===== src/logic/uec_consts.vh =====
// Constants for the endpoint control and status block.
// Assumes inclusion by the APB slave and endpoint control files of the block; definitions only.
`ifndef UEC_CONSTS_VH
`define UEC_CONSTS_VH

// Register indices as printed; byte address is four times the index
`define UEC_IDX_SEL        10'h0c7
`define UEC_IDX_STA        10'h0ce
`define UEC_IDX_CFG        10'h0d4

// Endpoint count and highest legal selector value
`define UEC_EP_COUNT       7
`define UEC_EP_MAX         4'h6

// Configuration register fields
`define UEC_CFG_ON         7
`define UEC_CFG_NAKIRQ     6
`define UEC_CFG_NAK_ON_OUT_FLAG     5
`define UEC_CFG_NAK_ON_IN_FLAG      4
`define UEC_CFG_TOGGLE     3
`define UEC_CFG_ORIENT     2
`define UEC_CFG_RST_EP0    8'h80
`define UEC_CFG_RST        8'h00

// Transfer kinds
`define UEC_KIND_CTRL      2'h0
`define UEC_KIND_ISO       2'h1
`define UEC_KIND_BULK      2'h2
`define UEC_KIND_INTR      2'h3

// Status register fields
`define UEC_STA_CTLDIR     7
`define UEC_STA_OUTB1      6
`define UEC_STA_HALTRQ     5
`define UEC_STA_INRDY      4
`define UEC_STA_HALTCRC    3
`define UEC_STA_SETUP      2
`define UEC_STA_OUTB0      1
`define UEC_STA_INDONE     0
`define UEC_STA_RST        8'h00
`define UEC_STA_AFTER_SETUP 8'h04

`endif


===== src/logic/uec_sync.v =====
// Two-stage synchroniser for one level.
// Assumes the input is asynchronous to pclk; only the second stage is read.
module uec_sync (
	input  wire pclk,
	input  wire presetn,
	input  wire ce,
	input  wire async_in,
	output reg  sync_q
);
	reg meta_q;

	always @(posedge pclk or negedge presetn) begin
		if (!presetn) begin
			meta_q <= 1'b0;
			sync_q <= 1'b0;
		end else if (ce) begin
			meta_q <= async_in;
			sync_q <= meta_q;
		end
	end
endmodule


===== src/logic/uec_apb_slave.v =====
// APB slave front end: one wait-free access phase, decode and error answer.
// Assumes the parent supplies read data for the decoded register in setup.
`include "uec_consts.vh"

module uec_apb_slave (
	input  wire        pclk,
	input  wire        presetn,
	input  wire        ce,
	input  wire        psel,
	input  wire        penable,
	input  wire        pwrite,
	input  wire [11:0] paddr,
	input  wire [31:0] pwdata,
	input  wire [7:0]  rd_data,
	output reg         pready,
	output reg  [31:0] prdata,
	output reg         pslverr,
	output wire        dec_sel,
	output wire        dec_sta,
	output wire        dec_cfg,
	output wire        wr_sel,
	output wire        wr_sta,
	output wire        wr_cfg,
	output wire [7:0]  wr_data
);
	wire aligned;
	wire hit;
	wire commit;

	assign aligned = (paddr[1:0] == 2'h0);
	assign dec_sel = aligned && (paddr[11:2] == `UEC_IDX_SEL);
	assign dec_sta = aligned && (paddr[11:2] == `UEC_IDX_STA);
	assign dec_cfg = aligned && (paddr[11:2] == `UEC_IDX_CFG);
	assign hit     = dec_sel || dec_sta || dec_cfg;
	// Writes land only on the edge that closes the access phase
	assign commit  = psel && penable && pready && pwrite && hit;
	assign wr_sel  = commit && dec_sel;
	assign wr_sta  = commit && dec_sta;
	assign wr_cfg  = commit && dec_cfg;
	assign wr_data = pwdata[7:0];

	always @(posedge pclk or negedge presetn) begin
		if (!presetn) begin
			pready  <= 1'b0;
			prdata  <= 32'h0000_0000;
			pslverr <= 1'b0;
		end else if (ce) begin
			if (psel && !penable) begin
				pready  <= 1'b1;
				pslverr <= !hit;
				prdata  <= (hit && !pwrite) ? {24'h00_0000, rd_data} : 32'h0000_0000;
			end else begin
				pready  <= 1'b0;
				pslverr <= 1'b0;
			end
		end
	end
endmodule


===== src/logic/uec_endpoint_ctrl.v =====
// Endpoint configuration and handshake flags for seven USB endpoints.
// Assumes the USB packet engine runs on pclk and reports events as pulses;
// the bus reset level comes from the line detector, outside this clock domain.
//
// Function
// Configuration bit 7 enables the endpoint; endpoint 0 comes up enabled.
// Configuration bit 6 gates both NAK flags onto the endpoint interrupt.
// NAK sent to an OUT sets configuration bit 5 until software clears it.
// NAK sent to an IN sets configuration bit 4 until software clears it.
// Read-only bit 3 sets on accepted DATA0, clears on accepted DATA1.
// Bit 2 selects IN when set, OUT when clear; ignored on control endpoints.
// Kind field: 00 control, 01 isochronous, 10 bulk, 11 interrupt; endpoint 0 control.
// Configuration resets to 80h on endpoint 0 and 00h elsewhere.
// Firmware sets status bit 7 only for a control IN data stage.
// Bank 1 full sets status bit 6, interrupts, NAKs bank 1 unless isochronous.
// Status bit 5 requests STALL; a valid SETUP clears it on control endpoints.
// Firmware sets status bit 4 after loading the FIFO; empty means zero length.
// Hardware clears bit 4 when sent (isochronous) or acknowledged; interrupts.
// Non-isochronous: bit 3 sets after a requested STALL went out; interrupts.
// Isochronous: bit 3 is read-only CRC error of the latest data packet.
// Valid SETUP sets bit 2, clears all other status bits, interrupts.
// Bank 0 full sets status bit 1, interrupts, NAKs bank 0 unless isochronous.
// On control endpoints SETUP is taken even while bank 0 is full.
// Bit 0 sets when an IN packet went out or was acknowledged; interrupts. Isochronous sets it on sent only, others on acknowledged only.
// Firmware clears bit 0 before setting bit 4 again.
// A four-bit selector, legal values 0 to 6, picks the endpoint addressed.
// Writing zero clears a hardware flag; a same-cycle hardware set wins.
`include "uec_consts.vh"

module uec_endpoint_ctrl (
	input  wire        pclk,
	input  wire        presetn,
	input  wire        ce,
	input  wire        psel,
	input  wire        penable,
	input  wire        pwrite,
	input  wire [11:0] paddr,
	input  wire [31:0] pwdata,
	output wire        pready,
	output wire [31:0] prdata,
	output wire        pslverr,
	input  wire        usb_bus_reset,
	input  wire        ev_valid,
	input  wire [3:0]  ev_ep,
	input  wire        ev_setup,
	input  wire        ev_out_bank0,
	input  wire        ev_out_bank1,
	input  wire        ev_nak_out,
	input  wire        ev_nak_in,
	input  wire        ev_in_sent,
	input  wire        ev_in_ack,
	input  wire        ev_stall_sent,
	input  wire        ev_rx_pkt,
	input  wire        ev_rx_data1,
	input  wire        ev_rx_accept,
	input  wire        ev_rx_crc_bad,
	output reg  [6:0]  ep_on_q,
	output reg  [6:0]  ep_iso_q,
	output reg  [6:0]  ep_in_dir_q,
	output reg  [6:0]  ep_ctl_in_q,
	output reg  [6:0]  ep_halt_q,
	output reg  [6:0]  ep_in_ready_q,
	output reg  [6:0]  ep_nak_b0_q,
	output reg  [6:0]  ep_nak_b1_q,
	output reg  [6:0]  ep_irq_q
);
	localparam NEP = `UEC_EP_COUNT;

	// Per-endpoint register file, one byte lane per endpoint
	reg  [8*NEP-1:0] cfg_q;
	reg  [8*NEP-1:0] cfg_d;
	reg  [8*NEP-1:0] sta_q;
	reg  [8*NEP-1:0] sta_d;
	reg  [3:0]       sel_q;
	reg  [3:0]       sel_d;

	// Derived per-endpoint views, registered onto the outputs
	reg  [6:0]       on_d;
	reg  [6:0]       iso_d;
	reg  [6:0]       in_dir_d;
	reg  [6:0]       ctl_in_d;
	reg  [6:0]       halt_d;
	reg  [6:0]       in_ready_d;
	reg  [6:0]       nak_b0_d;
	reg  [6:0]       nak_b1_d;
	reg  [6:0]       irq_d;

	// Loop scratch
	reg  [7:0]       c;
	reg  [7:0]       s;
	reg              iso;
	reg              ctl;
	reg              hit;
	reg              sw_cfg;
	reg              sw_sta;
	reg              in_done;
	integer          i;

	wire             bus_rst;
	wire             dec_sel;
	wire             dec_sta;
	wire             dec_cfg;
	wire             wr_sel;
	wire             wr_sta;
	wire             wr_cfg;
	wire [7:0]       wr_data;
	reg  [7:0]       rd_data;
	wire             sel_legal;

	uec_sync u_bus_rst_sync (
		.pclk     (pclk),
		.presetn  (presetn),
		.ce       (ce),
		.async_in (usb_bus_reset),
		.sync_q   (bus_rst)
	);

	uec_apb_slave u_apb (
		.pclk     (pclk),
		.presetn  (presetn),
		.ce       (ce),
		.psel     (psel),
		.penable  (penable),
		.pwrite   (pwrite),
		.paddr    (paddr),
		.pwdata   (pwdata),
		.rd_data  (rd_data),
		.pready   (pready),
		.prdata   (prdata),
		.pslverr  (pslverr),
		.dec_sel  (dec_sel),
		.dec_sta  (dec_sta),
		.dec_cfg  (dec_cfg),
		.wr_sel   (wr_sel),
		.wr_sta   (wr_sta),
		.wr_cfg   (wr_cfg),
		.wr_data  (wr_data)
	);

	// Selector outside 0..6 addresses nothing: reads zero, writes dropped
	assign sel_legal = (sel_q <= `UEC_EP_MAX);

	always @* begin
		rd_data = 8'h00;
		if (dec_sel) begin
			rd_data = {4'h0, sel_q};
		end else if (dec_sta && sel_legal) begin
			rd_data = sta_q[sel_q*8 +: 8];
		end else if (dec_cfg && sel_legal) begin
			rd_data = cfg_q[sel_q*8 +: 8];
		end
	end

	always @* begin
		sel_d      = wr_sel ? wr_data[3:0] : sel_q;
		cfg_d      = cfg_q;
		sta_d      = sta_q;
		on_d       = 7'h00;
		iso_d      = 7'h00;
		in_dir_d   = 7'h00;
		ctl_in_d   = 7'h00;
		halt_d     = 7'h00;
		in_ready_d = 7'h00;
		nak_b0_d   = 7'h00;
		nak_b1_d   = 7'h00;
		irq_d      = 7'h00;
		c          = 8'h00;
		s          = 8'h00;
		iso        = 1'b0;
		ctl        = 1'b0;
		hit        = 1'b0;
		sw_cfg     = 1'b0;
		sw_sta     = 1'b0;
		in_done    = 1'b0;
		for (i = 0; i < NEP; i = i + 1) begin
			c      = cfg_q[i*8 +: 8];
			s      = sta_q[i*8 +: 8];
			iso    = (c[1:0] == `UEC_KIND_ISO);
			ctl    = (c[1:0] == `UEC_KIND_CTRL);
			hit    = ev_valid && (ev_ep == i[3:0]);
			sw_cfg = wr_cfg && (sel_q == i[3:0]);
			sw_sta = wr_sta && (sel_q == i[3:0]);

			// Software writes first, so hardware events below override them
			if (sw_cfg) begin
				c[`UEC_CFG_ON]     = wr_data[`UEC_CFG_ON];
				c[`UEC_CFG_NAKIRQ] = wr_data[`UEC_CFG_NAKIRQ];
				c[`UEC_CFG_NAK_ON_OUT_FLAG] = c[`UEC_CFG_NAK_ON_OUT_FLAG] & wr_data[`UEC_CFG_NAK_ON_OUT_FLAG];
				c[`UEC_CFG_NAK_ON_IN_FLAG]  = c[`UEC_CFG_NAK_ON_IN_FLAG] & wr_data[`UEC_CFG_NAK_ON_IN_FLAG];
				c[`UEC_CFG_ORIENT] = wr_data[`UEC_CFG_ORIENT];
				// Endpoint 0 keeps the control kind whatever is written
				c[1:0] = (i == 0) ? `UEC_KIND_CTRL : wr_data[1:0];
			end
			if (sw_sta) begin
				s[`UEC_STA_CTLDIR] = wr_data[`UEC_STA_CTLDIR];
				s[`UEC_STA_OUTB1]  = s[`UEC_STA_OUTB1] & wr_data[`UEC_STA_OUTB1];
				s[`UEC_STA_HALTRQ] = wr_data[`UEC_STA_HALTRQ];
				s[`UEC_STA_INRDY]  = wr_data[`UEC_STA_INRDY];
				if (!iso) begin
					s[`UEC_STA_HALTCRC] = s[`UEC_STA_HALTCRC] & wr_data[`UEC_STA_HALTCRC];
				end
				s[`UEC_STA_SETUP]  = s[`UEC_STA_SETUP] & wr_data[`UEC_STA_SETUP];
				s[`UEC_STA_OUTB0]  = s[`UEC_STA_OUTB0] & wr_data[`UEC_STA_OUTB0];
				s[`UEC_STA_INDONE] = s[`UEC_STA_INDONE] & wr_data[`UEC_STA_INDONE];
			end

			if (hit) begin
				if (ev_nak_out) begin
					c[`UEC_CFG_NAK_ON_OUT_FLAG] = 1'b1;
				end
				if (ev_nak_in) begin
					c[`UEC_CFG_NAK_ON_IN_FLAG] = 1'b1;
				end
				if (ev_rx_pkt && ev_rx_accept) begin
					c[`UEC_CFG_TOGGLE] = !ev_rx_data1;
				end
				if (ev_rx_pkt && iso) begin
					s[`UEC_STA_HALTCRC] = ev_rx_crc_bad;
				end
				if (ev_stall_sent && !iso) begin
					s[`UEC_STA_HALTCRC] = 1'b1;
				end
				if (ev_out_bank0) begin
					s[`UEC_STA_OUTB0] = 1'b1;
				end
				if (ev_out_bank1) begin
					s[`UEC_STA_OUTB1] = 1'b1;
				end
				// Isochronous completes on transmit, the rest on the host ACK
				in_done = iso ? ev_in_sent : ev_in_ack;
				if (in_done) begin
					s[`UEC_STA_INRDY]  = 1'b0;
					s[`UEC_STA_INDONE] = 1'b1;
				end
				// SETUP wins over every other status event and ignores a full bank 0; bus reset below still wins
				if (ev_setup && ctl) begin
					s = `UEC_STA_AFTER_SETUP;
				end
			end

			if (bus_rst) begin
				c = (i == 0) ? `UEC_CFG_RST_EP0 : `UEC_CFG_RST;
				s = `UEC_STA_RST;
			end

			cfg_d[i*8 +: 8] = c;
			sta_d[i*8 +: 8] = s;

			iso           = (c[1:0] == `UEC_KIND_ISO);
			ctl           = (c[1:0] == `UEC_KIND_CTRL);
			on_d[i]       = c[`UEC_CFG_ON];
			iso_d[i]      = iso;
			in_dir_d[i]   = c[`UEC_CFG_ORIENT] && !ctl;
			ctl_in_d[i]   = s[`UEC_STA_CTLDIR] && ctl;
			halt_d[i]     = s[`UEC_STA_HALTRQ];
			in_ready_d[i] = s[`UEC_STA_INRDY];
			// Isochronous endpoints never refuse data on a full bank
			nak_b0_d[i]   = s[`UEC_STA_OUTB0] && !iso;
			nak_b1_d[i]   = s[`UEC_STA_OUTB1] && !iso;
			irq_d[i]      = s[`UEC_STA_OUTB1] | s[`UEC_STA_SETUP] | s[`UEC_STA_OUTB0]
				| s[`UEC_STA_INDONE] | (s[`UEC_STA_HALTCRC] & !iso)
				| (c[`UEC_CFG_NAKIRQ] & (c[`UEC_CFG_NAK_ON_OUT_FLAG] | c[`UEC_CFG_NAK_ON_IN_FLAG]));
		end
		if (bus_rst) begin
			sel_d = 4'h0;
		end
	end

	always @(posedge pclk or negedge presetn) begin
		if (!presetn) begin
			sel_q         <= 4'h0;
			cfg_q         <= {{(8*(NEP-1)){1'b0}}, `UEC_CFG_RST_EP0};
			sta_q         <= {(8*NEP){1'b0}};
			ep_on_q       <= 7'h01;
			ep_iso_q      <= 7'h00;
			ep_in_dir_q   <= 7'h00;
			ep_ctl_in_q   <= 7'h00;
			ep_halt_q     <= 7'h00;
			ep_in_ready_q <= 7'h00;
			ep_nak_b0_q   <= 7'h00;
			ep_nak_b1_q   <= 7'h00;
			ep_irq_q      <= 7'h00;
		end else if (ce) begin
			sel_q         <= sel_d;
			cfg_q         <= cfg_d;
			sta_q         <= sta_d;
			ep_on_q       <= on_d;
			ep_iso_q      <= iso_d;
			ep_in_dir_q   <= in_dir_d;
			ep_ctl_in_q   <= ctl_in_d;
			ep_halt_q     <= halt_d;
			ep_in_ready_q <= in_ready_d;
			ep_nak_b0_q   <= nak_b0_d;
			ep_nak_b1_q   <= nak_b1_d;
			ep_irq_q      <= irq_d;
		end
	end
endmodule


===== config.mk =====
export PLATFORM = sky130hd
export DESIGN_NAME = uec_endpoint_ctrl
export DESIGN_NICKNAME = d
export VERILOG_FILES = /design/src/logic/uec_sync.v /design/src/logic/uec_apb_slave.v /design/src/logic/uec_endpoint_ctrl.v
export VERILOG_INCLUDE_DIRS = /design/src /design/src/logic
export SDC_FILE = /design/constraint.sdc
export NUM_CORES = 1
export LEC_CHECK = 0
export BUFFER_PORTS_ARGS = -buffer_cell sky130_fd_sc_hd__buf_2
export CORE_UTILIZATION = 40
export CTS_BUF_LIST = sky130_fd_sc_hd__clkbuf_16
export DETAILED_ROUTE_END_ITERATION = 10
export MAX_ROUTING_LAYER = met4
export SYNTH_ARGS = -nofsm -noshare
export SYNTH_HDL_FRONTEND = slang
export SYNTH_SLANG_ARGS = --single-unit

===== constraint.sdc =====
create_clock -name pclk -period 2.2 [get_ports pclk]
set_input_delay 0.22 -clock pclk [delete_from_list [all_inputs] [get_ports pclk]]
set_output_delay 0.22 -clock pclk [all_outputs]
set_load 0.01 [all_outputs]

# --- Yosys cells after proc, flatten, opt, wreduce, memory -nomap -nowiden ---
# Index checks and enable logic that the tools add are counted.
# Widths: inputs -> output; s select.
word_totals:
  reg_bits: 215
  in_bits: 68
  output_inout_bits: 97
  wordCells: 443
op_classes:
  order_cmp: 1
  eq_ne: 29
  shifts: 2
  n_mux: 135
  n_bitwise: 105
  reduce_logical: 147
op_table:
  columns: ["cell", "n"]
  rows:
  - ["$mux 8", 39]
  - ["$shiftx 56x8->8", 2]
  - ["$logic_and 1x1->1", 85]
  - ["$mux 1", 73]
  - ["$and 1x1->1", 63]
  - ["$mux 3", 14]
  - ["$or 1x1->1", 42]
  - ["$mux 4", 9]
  - ["$eq 10x8->1 const B", 3]
  - ["$logic_not 2->1", 15]
  - ["$eq 2x1->1 const B", 14]
  - ["$logic_not 1->1", 25]
  - ["$eq 4x3->1 const B", 6]
  - ["$reduce_and 3->1", 7]
  - ["$reduce_bool 2->1", 9]
  - ["$eq 4x2->1 const B", 4]
  - ["$eq 4x1->1 const B", 2]
  - ["$logic_not 4->1", 2]
  - ["$le 4x3->1 const B", 1]
  - ["$reduce_and 2->1", 2]
  - ["$logic_or 1x1->1", 2]

# --- Depth between registers and ports, before layout ---
# Gate-level depths: netlist (run 1).
depth:
  depth_word: 18
  ltp_mapped: 9
  depth_no_buf: 6

# --- Modules after synthesis ---
# Synthesis (run 1) repeated with hierarchy kept, for this count alone.
hier_totals:
  cells_unflattened: 1158
  area_unflattened_um2: 10548.9
modules_own_cells:
  columns: ["module", "instances", "cells_per_inst", "area_per_inst_um2", "seq_area_each_um2"]
  rows:
  - ["uec_endpoint_ctrl", 1, 1061, 9623.0, 3955.0]
  - ["uec_apb_slave", 1, 93, 853.3, 250.2]
  - ["uec_sync", 1, 4, 72.6, 50.0]

# --- Least setup slack after synthesis (run 1) ---
# OpenSTA, ideal clock, no wires.
synth_path:
  kind: "register to register"
  from: "register u_apb.pready"
  to: "register ep_in_dir_q[6]"
  setup_time_ns: 0.122
  arrival_ns: 2.153
  t_required_ns: 2.078
  setup_slack_ns: -0.075
  path_stages_with_launch: 7
  path_buffers: 1
  period_less_slack_ns: 2.275
  cell_sequence: "dfrtp_1 nand4_1 or2_2 clkbuf_1 nor3_2 mux2_2 a32o_1"
synth_via:
  elab_chain_len: 10
synth_rtl:
  columns: ["item", "line", "rtl"]
  rows:
  - ["start, declared", "uec_apb_slave.v:15", "output reg pready,"]
  - ["start signal, assigned", "uec_apb_slave.v:44", "pready <= 1'b0;"]
  - ["start signal, assigned", "uec_apb_slave.v:49", "pready <= 1'b1;"]
  - ["start signal, assigned", "uec_apb_slave.v:53", "pready <= 1'b0;"]
  - ["$logic_and 1x1->1 (*) (3 in a row)", "uec_apb_slave.v:36", "assign commit = psel && penable && pready && pwrite && hit;"]
  - ["$logic_and 1x1->1 (*)", "uec_apb_slave.v:39", "assign wr_cfg = commit && dec_cfg;"]
  - ["$logic_and 1x1->1 (*)", "uec_endpoint_ctrl.v:181", "sw_cfg = wr_cfg && (sel_q == i[3:0]);"]
  - ["$mux 3 (*)", "uec_endpoint_ctrl.v:185", "if (sw_cfg) begin"]
  - ["$mux 8 (*)", "uec_endpoint_ctrl.v:241", "if (bus_rst) begin"]
  - ["$logic_not 2->1 (no source line)", null, null]
  - ["$logic_not 1->1", "uec_endpoint_ctrl.v:253", "in_dir_d[i] = c[`UEC_CFG_ORIENT] && !ctl;"]
  - ["$logic_and 1x1->1 (*)", "uec_endpoint_ctrl.v:253", null]
  - ["end signal, assigned", "uec_endpoint_ctrl.v:289", "ep_in_dir_q <= in_dir_d;"]
  - ["end, declared", "uec_endpoint_ctrl.v:59", "output reg [6:0] ep_in_dir_q,"]
# Mark *: on every way between the ends. The rest lies on a longest branch, timed or not.
# A chain may end at the register's enable or synchronous reset.

# --- Worst setup path in the final report (run 1) ---
layout_path:
  from: "register sel_q[0]"
  to: "register ep_irq_q[0]"
layout_via:
  elab_chain_len: 12
  elab_cells_between_ends: 28
  classes_between: "1 x eq/ne; 15 x mux; 8 x bitwise; 4 x reduce/logical"
layout_rtl:
  columns: ["item", "line", "rtl"]
  rows:
  - ["start, declared", "uec_endpoint_ctrl.v:74", "reg [3:0] sel_q;"]
  - ["start signal, assigned", "uec_endpoint_ctrl.v:284", "sel_q <= sel_d;"]
  - ["$logic_not 4->1 (*)", "uec_endpoint_ctrl.v:181, uec_endpoint_ctrl.v:182", null]
  - ["$logic_and 1x1->1", "uec_endpoint_ctrl.v:182", "sw_sta = wr_sta && (sel_q == i[3:0]);"]
  - ["$mux 8", "uec_endpoint_ctrl.v:194", "if (sw_sta) begin"]
  - ["$mux 1", "uec_endpoint_ctrl.v:226", "if (ev_out_bank1) begin"]
  - ["$mux 8", "uec_endpoint_ctrl.v:236", "if (ev_setup && ctl) begin"]
  - ["$mux 8", "uec_endpoint_ctrl.v:207", "if (hit) begin"]
  - ["$mux 8", "uec_endpoint_ctrl.v:241", null]
  - ["$or 1x1->1 (4 in a row)", "uec_endpoint_ctrl.v:260", "irq_d[i] = s[`UEC_STA_OUTB1] | s[`UEC_STA_SETUP] | s[`UEC_STA_OUTB0]"]
  - ["$or 1x1->1 (*)", "uec_endpoint_ctrl.v:260", null]
  - ["end signal, assigned", "uec_endpoint_ctrl.v:295", "ep_irq_q <= irq_d;"]
  - ["end, declared", "uec_endpoint_ctrl.v:65", "output reg [6:0] ep_irq_q"]
# Mark *: on every way between the ends. The rest lies on a longest branch, timed or not. The select of a mux whose other input is x is not followed.

==> results by group, run 1 <==
Logic synthesis
  – Yosys reg bits: 170
  – Post-Synth Simple-Gate Area: 0.178
  – Post-synthesis adder-cell area fraction: 0
  – Cell area after synthesis: 0.0105 sq mm
  – Yosys warnings: 0
  – Seq/Total Area, Yosys: 0.404
  – Cells after Synth: 1164
  – Area contributors post-synth: dfrtp_1 40%, o21ai_0 6.6%, mux2i_1 4.7%, nand2_1 4.3%, mux4_2 3.4%
  – Post-synth top flop: dfrtp_1
  – Post-synth top area cell: dfrtp_1
  – XOR/XNOR Fraction of Synth Area: 0
  – Synth Area per Inst: 9.05 sq um
  – Post-synth ARST share: 1.00
  – Post-synthesis compound-gate area fraction: 0.250
  – Main combinational cell family by area after synthesis: compound AO/OA/AOI/OAI gates
  – Number of flops mapped to enable cells by yosys: 0
  – Synth cell types: 78
  – Area share of the largest cell type after synthesis: 0.402
  – Post-synthesis mux area share: 0.0947

Placement
  – Post-DP HPWL: 33900 microns
  – Placed cell count: 1708
  – Placer Congestion: 1.01
  – PortBufs: 116
  – Placed Area: 0.0126 sq mm

Setup path
  – Crit path launch type: flop
  – Crit path required time: 2.51 ns
  – Worst path slowest cell: or4_4
  – Cell chain of the critical path: buf_6 > or4_4 > or3_4 > a22oi_2 > o2111a_1 > o2111ai_1
  – Cell count of the worst reg-to-reg path: 6
  – R2r setup slk: -0.07 ns
  – CP Class: flop to flop
  – CP endpoint kind: flop
  – Crit path max-delay family: simple AND/OR/NAND/NOR gates
  – Largest stage delay on the critical path: 0.57 ns
  – Crit path from: sel_q[0]
  – Crit path depth: 6
  – Crit path max fanout: 8
  – Crit path DAT: 2.57 ns
  – Critical R2R Capture: ep_irq_q[0]
  – Crit path buffers/inverters: 1
  – Reg2reg start: sel_q[0]

STA
  – Post-route clock skew: 0.0133 ns
  – Rel. slew slack: 0.465
  – Period utilization: 1.03
  – Max Freq: 441 MHz
  – # setup viols final: 5
  – Setup WS post-layout: -0.0659 ns
  – Final Slew Violations: 0
  – Min cycle time layout: 2.27 ns
  – RSZ-0062 raised after global routing: yes
  – Final hold viol count: 0
  – Tightest Pin Transition: 0.794 ns

Drt
  – Post-route ant nets: 0
  – Via/cell ratio: 6.20
  – Routed Wire Length: 45200 microns
  – Initial DRC count: 1161
  – DRC errors left: 0
  – 1st-pass router iterations: 7
  – Wirelength per Cell: 25.8 microns
  – DR vias: 10900

Min path
  – Hold Startpoint: usb_bus_reset
  – Hold Path Depth: 2
  – Min-Delay Endpoint: u_bus_rst_sync.meta_q
  – Min-delay worst type: primary input to flop

Clock network
  – TritonCTS clock tree: built
  – Clk_lat worst skew: 0.45 ns
  – H-tree Lvls: 4
  – Root Buffer: clkbuf_16
  – Clock buffer depth: 2
  – CTS Buf Count: 17
  – CTS clk-pin slew, worst paths: 0.07 ns
  – Num Clock Sinks: 170

Run
  – Total of max-cap violations: 0

Floorplanning
  – Core area: 0.0259 sq mm
  – Row count: 59
  – Chip height: 164 microns
  – Die area: 0.0270 sq mm
  – Ports: 165
  – Chip width: 164 microns
  – Initial core utilization: 0.406

Finish
  – N_diodes: 0
  – Commonest non-fill, non-tap cell in the layout: buf_4
  – Final-layout fill cell count: 2437
  – Layout overhead on the synthesized area: 30.1%
  – Commonest cells after routing, fill and taps aside: 183 x buf_4, 164 x dfrtp_1, 123 x o21ai_0, 121 x nand2_1, 114 x buf_2
  – Nets: 1472
  – Final instance area: 0.0137 sq mm
  – Layout cell share with drive strength beyond 1: 0.335
  – Util after Layout: 0.529
  – Post-route insts no fill: 1752

Outcome
  – Failing checks: negative setup slack
  – Run status: complete, but fails checks

Pwr
  – Peak VDD IR: 336 uV
  – Pwr Density: 556 mW/mm^2
  – Leak pwr: 0.00606 uW
  – Post-layout power: 7620 uW

Global routing
  – GRT Total Usage: 0.351
  – Largest net degree at the start of global routing: 54
  – Initial antenna violation count: 0
  – GRT overflow: 0
  – Vias in the first global route: 10300
  – Global-route wire length before repair: 66600 microns
## registers in the layout (all words and copies together) (netlist names), 7 cells and up
register and count:
ep_ctl_in_q 7, ep_nak_b0_q 7, sta_q 44, ep_iso_q 7, ep_on_q 7, ep_nak_b1_q 7, ep_in_dir_q 7, cfg_q 49
ep_irq_q 7, u_apb.prdata 8
## per-stage QoR
| step | setup TNS (ns) | hold WS (ns) | worst slack (ns) |
|---|---|---|---|
| 6_report | -0.127 | 0.0183 | -0.0659 |
| 5_1_grt | -0.717 | 0.0242 | -0.114 |
| 4_1_cts | -0.116 | 0.00700 | -0.0490 |
| 3_5_place_dp | -3.32 | 0.205 | -0.193 |
| 3_3_place_gp | -2.50 | 0.205 | -0.216 |
| 2_1_floorplan | -0.0463 | -0.0756 | -0.0463 |
## logic make-up (layout without fill, tap and decap cells)
| logic type | after synthesis | after routing |
|---|---|---|
| AND/OR/NAND/NOR | 371 | 371 |
| flip-flops | 170 | 170 |
| multiplexers | 78 | 78 |
| buffers and inverters | 153 | 383 |
| AO/OA/AOI/OAI | 391 | 391 |
| other | 1 | 24 |
## where the power goes
part / internal, uW / switching (uW) / leakage, uW
Sequential: 3210 / 80.3 / 0.00234
Clock: 1620 / 1550 / 0.000290
Combinational: 383 / 767 / 0.00343
Total: 5220 / 2400 / 0.00606
## how the worst max path moves through the flow
stage                     slack (ns)          end
after global placement         -0.22  ep_irq_q[3]
final                          -0.07  ep_irq_q[0]
after floorplan                -0.05  ep_irq_q[1]
after global routing           -0.11  ep_irq_q[5]
after CTS                      -0.05  ep_irq_q[1]
after detailed placement       -0.19  ep_irq_q[4]
## per-layer routing
metal  part of all wire  global-route usage  vias to the layer above
li1                   -                   -                     4790
met1               0.42               0.471                     5348
met2               0.46               0.532                      632
met3              0.083              0.0480                       96
met4              0.041               0.143                        0
met5                  0                   -                        -
## final cells by class
type / count / area (sq um) / share of cell area
clock inverters: 15 / 156 / 0.0114
flip-flops and latches: 170 / 4260 / 0.311
inverters: 26 / 97.6 / 0.00712
repair buffers: 325 / 2360 / 0.172
well taps: 335 / 419 / 0.0306
clock buffers: 17 / 425 / 0.0310
multi-input cells: 864 / 5980 / 0.437
## synth_stat cells, drive strengths merged (15+ instances only)
cell,number
dfrtp,169
o21ai,139
nand2,123
nor2,80
buf,66
clkbuf,61
a21oi,52
mux2i,49
nor3,46
inv,25
o2bb2ai,24
a32o,21
nor2b,17
o31ai,17
a21o,16
mux4,16
nand3,15
o211ai,15
## timing repair
action	4_1_cts	5_1_grt
pin swaps	8	22
hold buffers	1	0
setup endpoints to repair	42	74
gates resized for setup	37	74
endpoints found under the hold margin	44	0
gates cloned	0	0
buffers inserted	6	5
No activity file was read; power rests on OpenSTA's default activity.
==> run 2, diff against run 1 <==
--- a/config.mk
+++ b/config.mk
@@ -7,10 +7,11 @@
 export NUM_CORES = 1
 export LEC_CHECK = 0
 export BUFFER_PORTS_ARGS = -buffer_cell sky130_fd_sc_hd__buf_2
-export CORE_UTILIZATION = 40
+export CORE_UTILIZATION = 52
 export CTS_BUF_LIST = sky130_fd_sc_hd__clkbuf_16
 export DETAILED_ROUTE_END_ITERATION = 10
 export MAX_ROUTING_LAYER = met4
+export PLACE_DENSITY = 0.77
 export SYNTH_ARGS = -nofsm -noshare
 export SYNTH_HDL_FRONTEND = slang
 export SYNTH_SLANG_ARGS = --single-unit
==> run 2 against run 1 <==
The flow still finishes with violations (negative setup slack). Final area is essentially flat. Non-clock buffer count up 22. Worst hold slack better by 0.056 ns. Register-to-register slack worse by 0.04 ns. Highest routed layer unchanged. Largest power group unchanged. Setup slack worse by 0.039 ns.
==> results by group, run 2 (synthesized netlist as in run 1, its figures left out) <==
Finish
  – Layout overhead on the synthesized area: 30.1%
  – Layout cell share with drive strength beyond 1: 0.341
  – Commonest non-fill, non-tap cell in the layout: buf_4
  – Number of flip-flops in the largest register: 49
  – Multi-input logic area: 0.00596 sq mm
  – Util after Layout: 0.697
  – Nets: 1494
  – Final-layout fill cell count: 1606
  – Commonest cells after routing, fill and taps aside: 210 x buf_4, 164 x dfrtp_1, 124 x o21ai_0, 122 x nand2_1, 114 x buf_2
  – N_diodes: 0
  – FF/Latch Area: 0.00426 sq mm
  – Largest Register: cfg_q
  – Post-route insts no fill: 1704
  – Top Registers: cfg_q: 49 flops, sta_q: 44 flops, u_apb.prdata: 8 flops

Floorplanning
  – Chip height: 144 microns
  – Ports: 165
  – Chip width: 144 microns
  – Row count: 51
  – Initial core utilization: 0.536
  – Die area: 0.0208 sq mm
  – Core area: 0.0197 sq mm

Placement
  – Placed cell count: 1655
  – PortBufs: 116
  – Placer Congestion: 1.00
  – Post-DP HPWL: 32900 microns

STA
  – Min cycle time layout: 2.31 ns
  – # setup viols final: 10
  – Period utilization: 1.05
  – Setup WS post-layout: -0.105 ns
  – Final Slew Violations: 0
  – Rel. slew slack: 0.487
  – Post-route clock skew: 0.0133 ns
  – RSZ-0062 raised after global routing: yes
  – Max Freq: 434 MHz
  – Final hold viol count: 0
  – Tightest Pin Transition: 0.761 ns

Outcome
  – Failing checks: negative setup slack
  – Run status: complete, but fails checks

Clock network
  – CTS Buf Count: 17
  – Root Buffer: clkbuf_16
  – H-tree Lvls: 4
  – Num Clock Sinks: 170
  – TritonCTS clock tree: built
  – Clk_lat worst skew: 0.45 ns
  – CTS clk-pin slew, worst paths: 0.07 ns
  – Clock buffer depth: 2

Pwr
  – Clk pwr share: 0.410
  – Internal Power: 5210 uW
  – Peak VDD IR: 582 uV
  – Switching part of the total: 0.309
  – Sequential share of power: 0.437
  – Leak pwr: 0.00611 uW
  – Comb pwr share: 0.153
  – Switching power: 2330 uW
  – Pwr Density: 550 mW/mm^2

Setup path
  – Reg2reg start: sel_q[1]
  – CP Class: flop to flop
  – CP endpoint kind: flop
  – R2r setup slk: -0.11 ns
  – Crit path DAT: 2.63 ns
  – Crit path max fanout: 6
  – Crit path launch type: flop
  – Crit path required time: 2.52 ns
  – Critical R2R Capture: ep_irq_q[1]
  – Cell count of the worst reg-to-reg path: 6

Drt
  – Post-route ant nets: 0
  – Initial DRC count: 1076
  – DRC errors left: 0
  – DR vias: 11200
  – Wirelength per Cell: 25.9 microns
  – Routed Wire Length: 44200 microns
  – 1st-pass router iterations: 5
  – Via/cell ratio: 6.60

Global routing
  – Initial antenna violation count: 0
  – Vias in the first global route: 10700
  – Largest net degree at the start of global routing: 69
  – Global-route wire length before repair: 65400 microns
  – GRT overflow: 0
  – GRT Total Usage: 0.450

Min path
  – Min-delay worst type: primary input to flop
  – Min-Delay Endpoint: u_apb.pready
  – Hold Path Depth: 2
  – Hold Startpoint: ce

Run
  – Total of max-cap violations: 0
run 2: power by group through the flow:
stage / clock network [uW] / logic [uW] / registers (uW)
finish: 3090 / 1160 / 3290
global route: 3250 / 1220 / 3300
CTS: 3110 / 1080 / 3290
detailed placement: 0 / 1070 / 3350
global placement: 0 / 1060 / 3350
floorplan: 0 / 523 / 3340
run 2: worst max-delay path, stage by stage, from the launching register on:
cell and delay, ns:
dfrtp_2 0.47, or4b_4 0.59, or4_4 0.52, nor3_4 0.16, o21ai_2 0.09, a221oi_2 0.27, a21oi_1 0.09
run 2: area by class of cell:
cell class	instances	share of cell area
Multi-Input combinational cell	864	0.435
Clock buffer	17	0.0310
Clock inverter	15	0.0115
Timing Repair Buffer	347	0.180
Tap cell	265	0.0242
Inverter	26	0.00712
Sequential cell	170	0.311
run 2: routing by layer:
metal  track usage  vias to the layer above  routed length (microns)
met3        0.0808                      204                     4440
met1         0.573                     5371                    17200
li1              -                     4836                        -
met2         0.663                      836                    19300
met4         0.284                        0                     3170
met5             -                        -                        0
run 2: worst max-delay path by stage:
stage / end / from
CTS: ep_irq_q[1] / sel_q[1]
finish: ep_irq_q[1] / sel_q[1]
global placement: ep_ctl_in_q[5] / paddr[2]
detailed placement: ep_ctl_in_q[5] / paddr[2]
global route: ep_irq_q[5] / sel_q[0]
floorplan: ep_irq_q[1] / sel_q[3]
run 2: timing repair:
action	in CTS	in global routing
setup endpoints to repair	41	60
gates resized for setup	32	75
hold endpoints to repair	39	0
pin swaps	4	29
setup buffers	3	13
hold buffers	2	0
run 2: through the flow:
stage                     worst slack, ns  setup TNS, ns  instance area [sq um]  power (uW)  hold slack, ns
after floorplan                   -0.0463        -0.0463                  10600        3870         -0.0756
after global placement             -0.234          -2.32                  12600        4410           0.202
after detailed placement           -0.222          -2.65                  12600        4420           0.195
after CTS                         -0.0594         -0.165                  13300        7470          0.0647
after global routing               -0.155          -1.17                  13700        7770          0.0747
final                              -0.105         -0.314                  13700        7540          0.0743
==> run 3, diff against run 2 <==
--- a/config.mk
+++ b/config.mk
@@ -6,12 +6,11 @@
 export SDC_FILE = /design/constraint.sdc
 export NUM_CORES = 1
 export LEC_CHECK = 0
-export BUFFER_PORTS_ARGS = -buffer_cell sky130_fd_sc_hd__buf_2
-export CORE_UTILIZATION = 52
+export CORE_UTILIZATION = 55
 export CTS_BUF_LIST = sky130_fd_sc_hd__clkbuf_16
 export DETAILED_ROUTE_END_ITERATION = 10
-export MAX_ROUTING_LAYER = met4
-export PLACE_DENSITY = 0.77
+export DONT_BUFFER_PORTS = 1
+export PLACE_DENSITY = 0.73
 export SYNTH_ARGS = -nofsm -noshare
 export SYNTH_HDL_FRONTEND = slang
 export SYNTH_SLANG_ARGS = --single-unit
==> run 3 against run 2 <==
The flow finishes with violations (negative hold slack, negative setup slack). Setup slack improved by 0.031 ns. Sequential share of layout area increased by 2.2 points. Register-to-register slack improved by 0.03 ns. Final area decreased by 6.6%. Power increased by 1.4%. Combinational power decreased by 29%. Sequential cell count unchanged. Global-route usage decreased by 0.29 points. Critical path depth unchanged. Wire length decreased by 0.87%. First-iteration DRC count increased by 37%. Clock power increased by 13%. Critical endpoint unchanged.
==> results by group, run 3 (synthesized netlist as in run 1, its figures left out) <==
Outcome
  – Run status: complete, but fails checks
  – Failing checks: negative hold slack, negative setup slack

Setup path
  – Crit path max-delay family: simple AND/OR/NAND/NOR gates
  – Crit path buffers/inverters: 0
  – Worst path slowest cell: or4b_4
  – Crit path launch type: flop
  – Largest stage delay on the critical path: 0.59 ns
  – Reg2reg start: sel_q[1]
  – Crit path max fanout: 7
  – Cell chain of the critical path: or4b_4 > or4_4 > nor3_4 > o21ai_2 > a221oi_2 > a21oi_1
  – CP endpoint kind: flop
  – Crit path DAT: 2.61 ns
  – CP Class: flop to flop
  – Crit path required time: 2.53 ns
  – Critical R2R Capture: ep_irq_q[1]
  – R2r setup slk: -0.07 ns
  – Cell count of the worst reg-to-reg path: 6

STA
  – # setup viols final: 6
  – RSZ-0062 raised after global routing: yes
  – Post-route clock skew: 0.0111 ns
  – Final hold viol count: 170
  – Max Freq: 440 MHz
  – Setup WS post-layout: -0.0745 ns
  – Final Slew Violations: 0
  – Total negative slack: -0.235 ns
  – Min cycle time layout: 2.27 ns
  – Hold slack: -0.533 ns
  – Tightest Pin Transition: 0.758 ns
  – Rel. slew slack: 0.494
  – Period utilization: 1.03

Clock network
  – Root Buffer: clkbuf_16
  – TritonCTS clock tree: built
  – Clk_lat worst skew: 0.45 ns
  – CTS Buf Count: 17
  – Num Clock Sinks: 170
  – CTS clk-pin slew, worst paths: 0.07 ns
  – H-tree Lvls: 4
  – Clock buffer depth: 2

Drt
  – Via/cell ratio: 7.20
  – Wirelength per Cell: 28.9 microns
  – 1st-pass router iterations: 6
  – Initial DRC count: 1477
  – DR vias: 10900
  – DRC errors left: 0
  – Post-route ant nets: 0
  – Routed Wire Length: 43800 microns

Global routing
  – GRT Total Usage: 0.447
  – Initial antenna violation count: 0
  – GRT overflow: 0
  – Global-route wire length before repair: 63800 microns
  – Largest net degree at the start of global routing: 171
  – Vias in the first global route: 10300

Finish
  – Layout overhead on the synthesized area: 21.5%
  – Commonest cells after routing, fill and taps aside: 164 x dfrtp_1, 154 x buf_4, 125 x o21ai_0, 121 x nand2_1, 75 x nor2_1
  – Top Registers: cfg_q: 49 flops, sta_q: 44 flops, u_apb.prdata: 8 flops
  – Commonest non-fill, non-tap cell in the layout: dfrtp_1
  – Layout cell share with drive strength beyond 1: 0.247
  – Final instance area: 0.0128 sq mm
  – Number of flip-flops in the largest register: 49
  – Nets: 1332
  – Largest Register: cfg_q

Floorplanning
  – Chip width: 140 microns
  – Row count: 50
  – Initial core utilization: 0.561
  – Ports: 165
  – Core area: 0.0188 sq mm
  – Chip height: 140 microns
  – Die area: 0.0197 sq mm

Placement
  – Placer Congestion: 1.01
  – PortBufs: 0
  – Post-DP HPWL: 29300 microns
  – Placed Area: 0.0115 sq mm

Pwr
  – Peak VDD IR: 505 uV
  – Pwr Density: 598 mW/mm^2
  – Leak pwr: 0.00541 uW

Run
  – Total of max-cap violations: 0

Min path
  – Min-delay worst type: primary input to async pin
## run 3: area by class of cell
cell class	count	area [sq um]
tap	234	293
sequential	170	4260
fill	1523	5970
multi-input combinational	864	5910
clock inverter	15	234
antenna	1	2.50
timing repair buffer	185	1570
clock buffer	17	425
inverter	26	97.6
## run 3: worst max path at each step
stage              from             end  slack (ns)  cells after the start
6_report       sel_q[1]     ep_irq_q[1]       -0.07                      6
5_1_grt        sel_q[0]     ep_irq_q[1]       -0.15                      7
4_1_cts        sel_q[1]     ep_irq_q[1]       -0.03                      6
3_5_place_dp   sel_q[3]     ep_irq_q[6]       -0.14                      8
3_3_place_gp   sel_q[3]  ep_ctl_in_q[5]       -0.14                      8
2_1_floorplan  sel_q[3]     ep_irq_q[1]       -0.05                      8
## run 3: repair_timing
item                       in CTS  in global routing
resized for setup              31                 70
hold buffers                   12                  1
gates cloned                    0                  2
setup endpoints to repair      33                 79
hold endpoints to repair      244                171
setup buffers                   1                 14
pin swaps                       5                 18
## run 3: power by group
part | internal [uW] | switching, uW
Combinational | 296 | 531
Clock | 2050 | 1440
Sequential | 3210 | 116
Total | 5560 | 2090
## run 3: per-stage QoR
step	util	instances	setup slack [ns]	power (uW)
2_1_floorplan	-	1187	-0.0463	3870
3_3_place_gp	0.611	1449	-0.135	4080
3_5_place_dp	0.611	1449	-0.140	4090
4_1_cts	0.659	1494	-0.0308	7570
5_1_grt	0.682	1511	-0.146	7780
6_report	0.682	1512	-0.0745	7650
## run 3: per-layer routing
layer,vias to the layer above,GRT usage,wire [microns]
li1,4506,-,-
met1,5283,0.564,16500
met2,870,0.664,18800
met3,222,0.129,5090
met4,0,0.313,3410
met5,-,0,0
## run 3: worst reg2reg max path: stages, from the launching register on
cell and delay, ns:
dfrtp_2 0.47, or4b_4 0.60, or4_4 0.51, nor3_4 0.15
o21ai_2 0.09, a221oi_2 0.26, a21oi_1 0.09
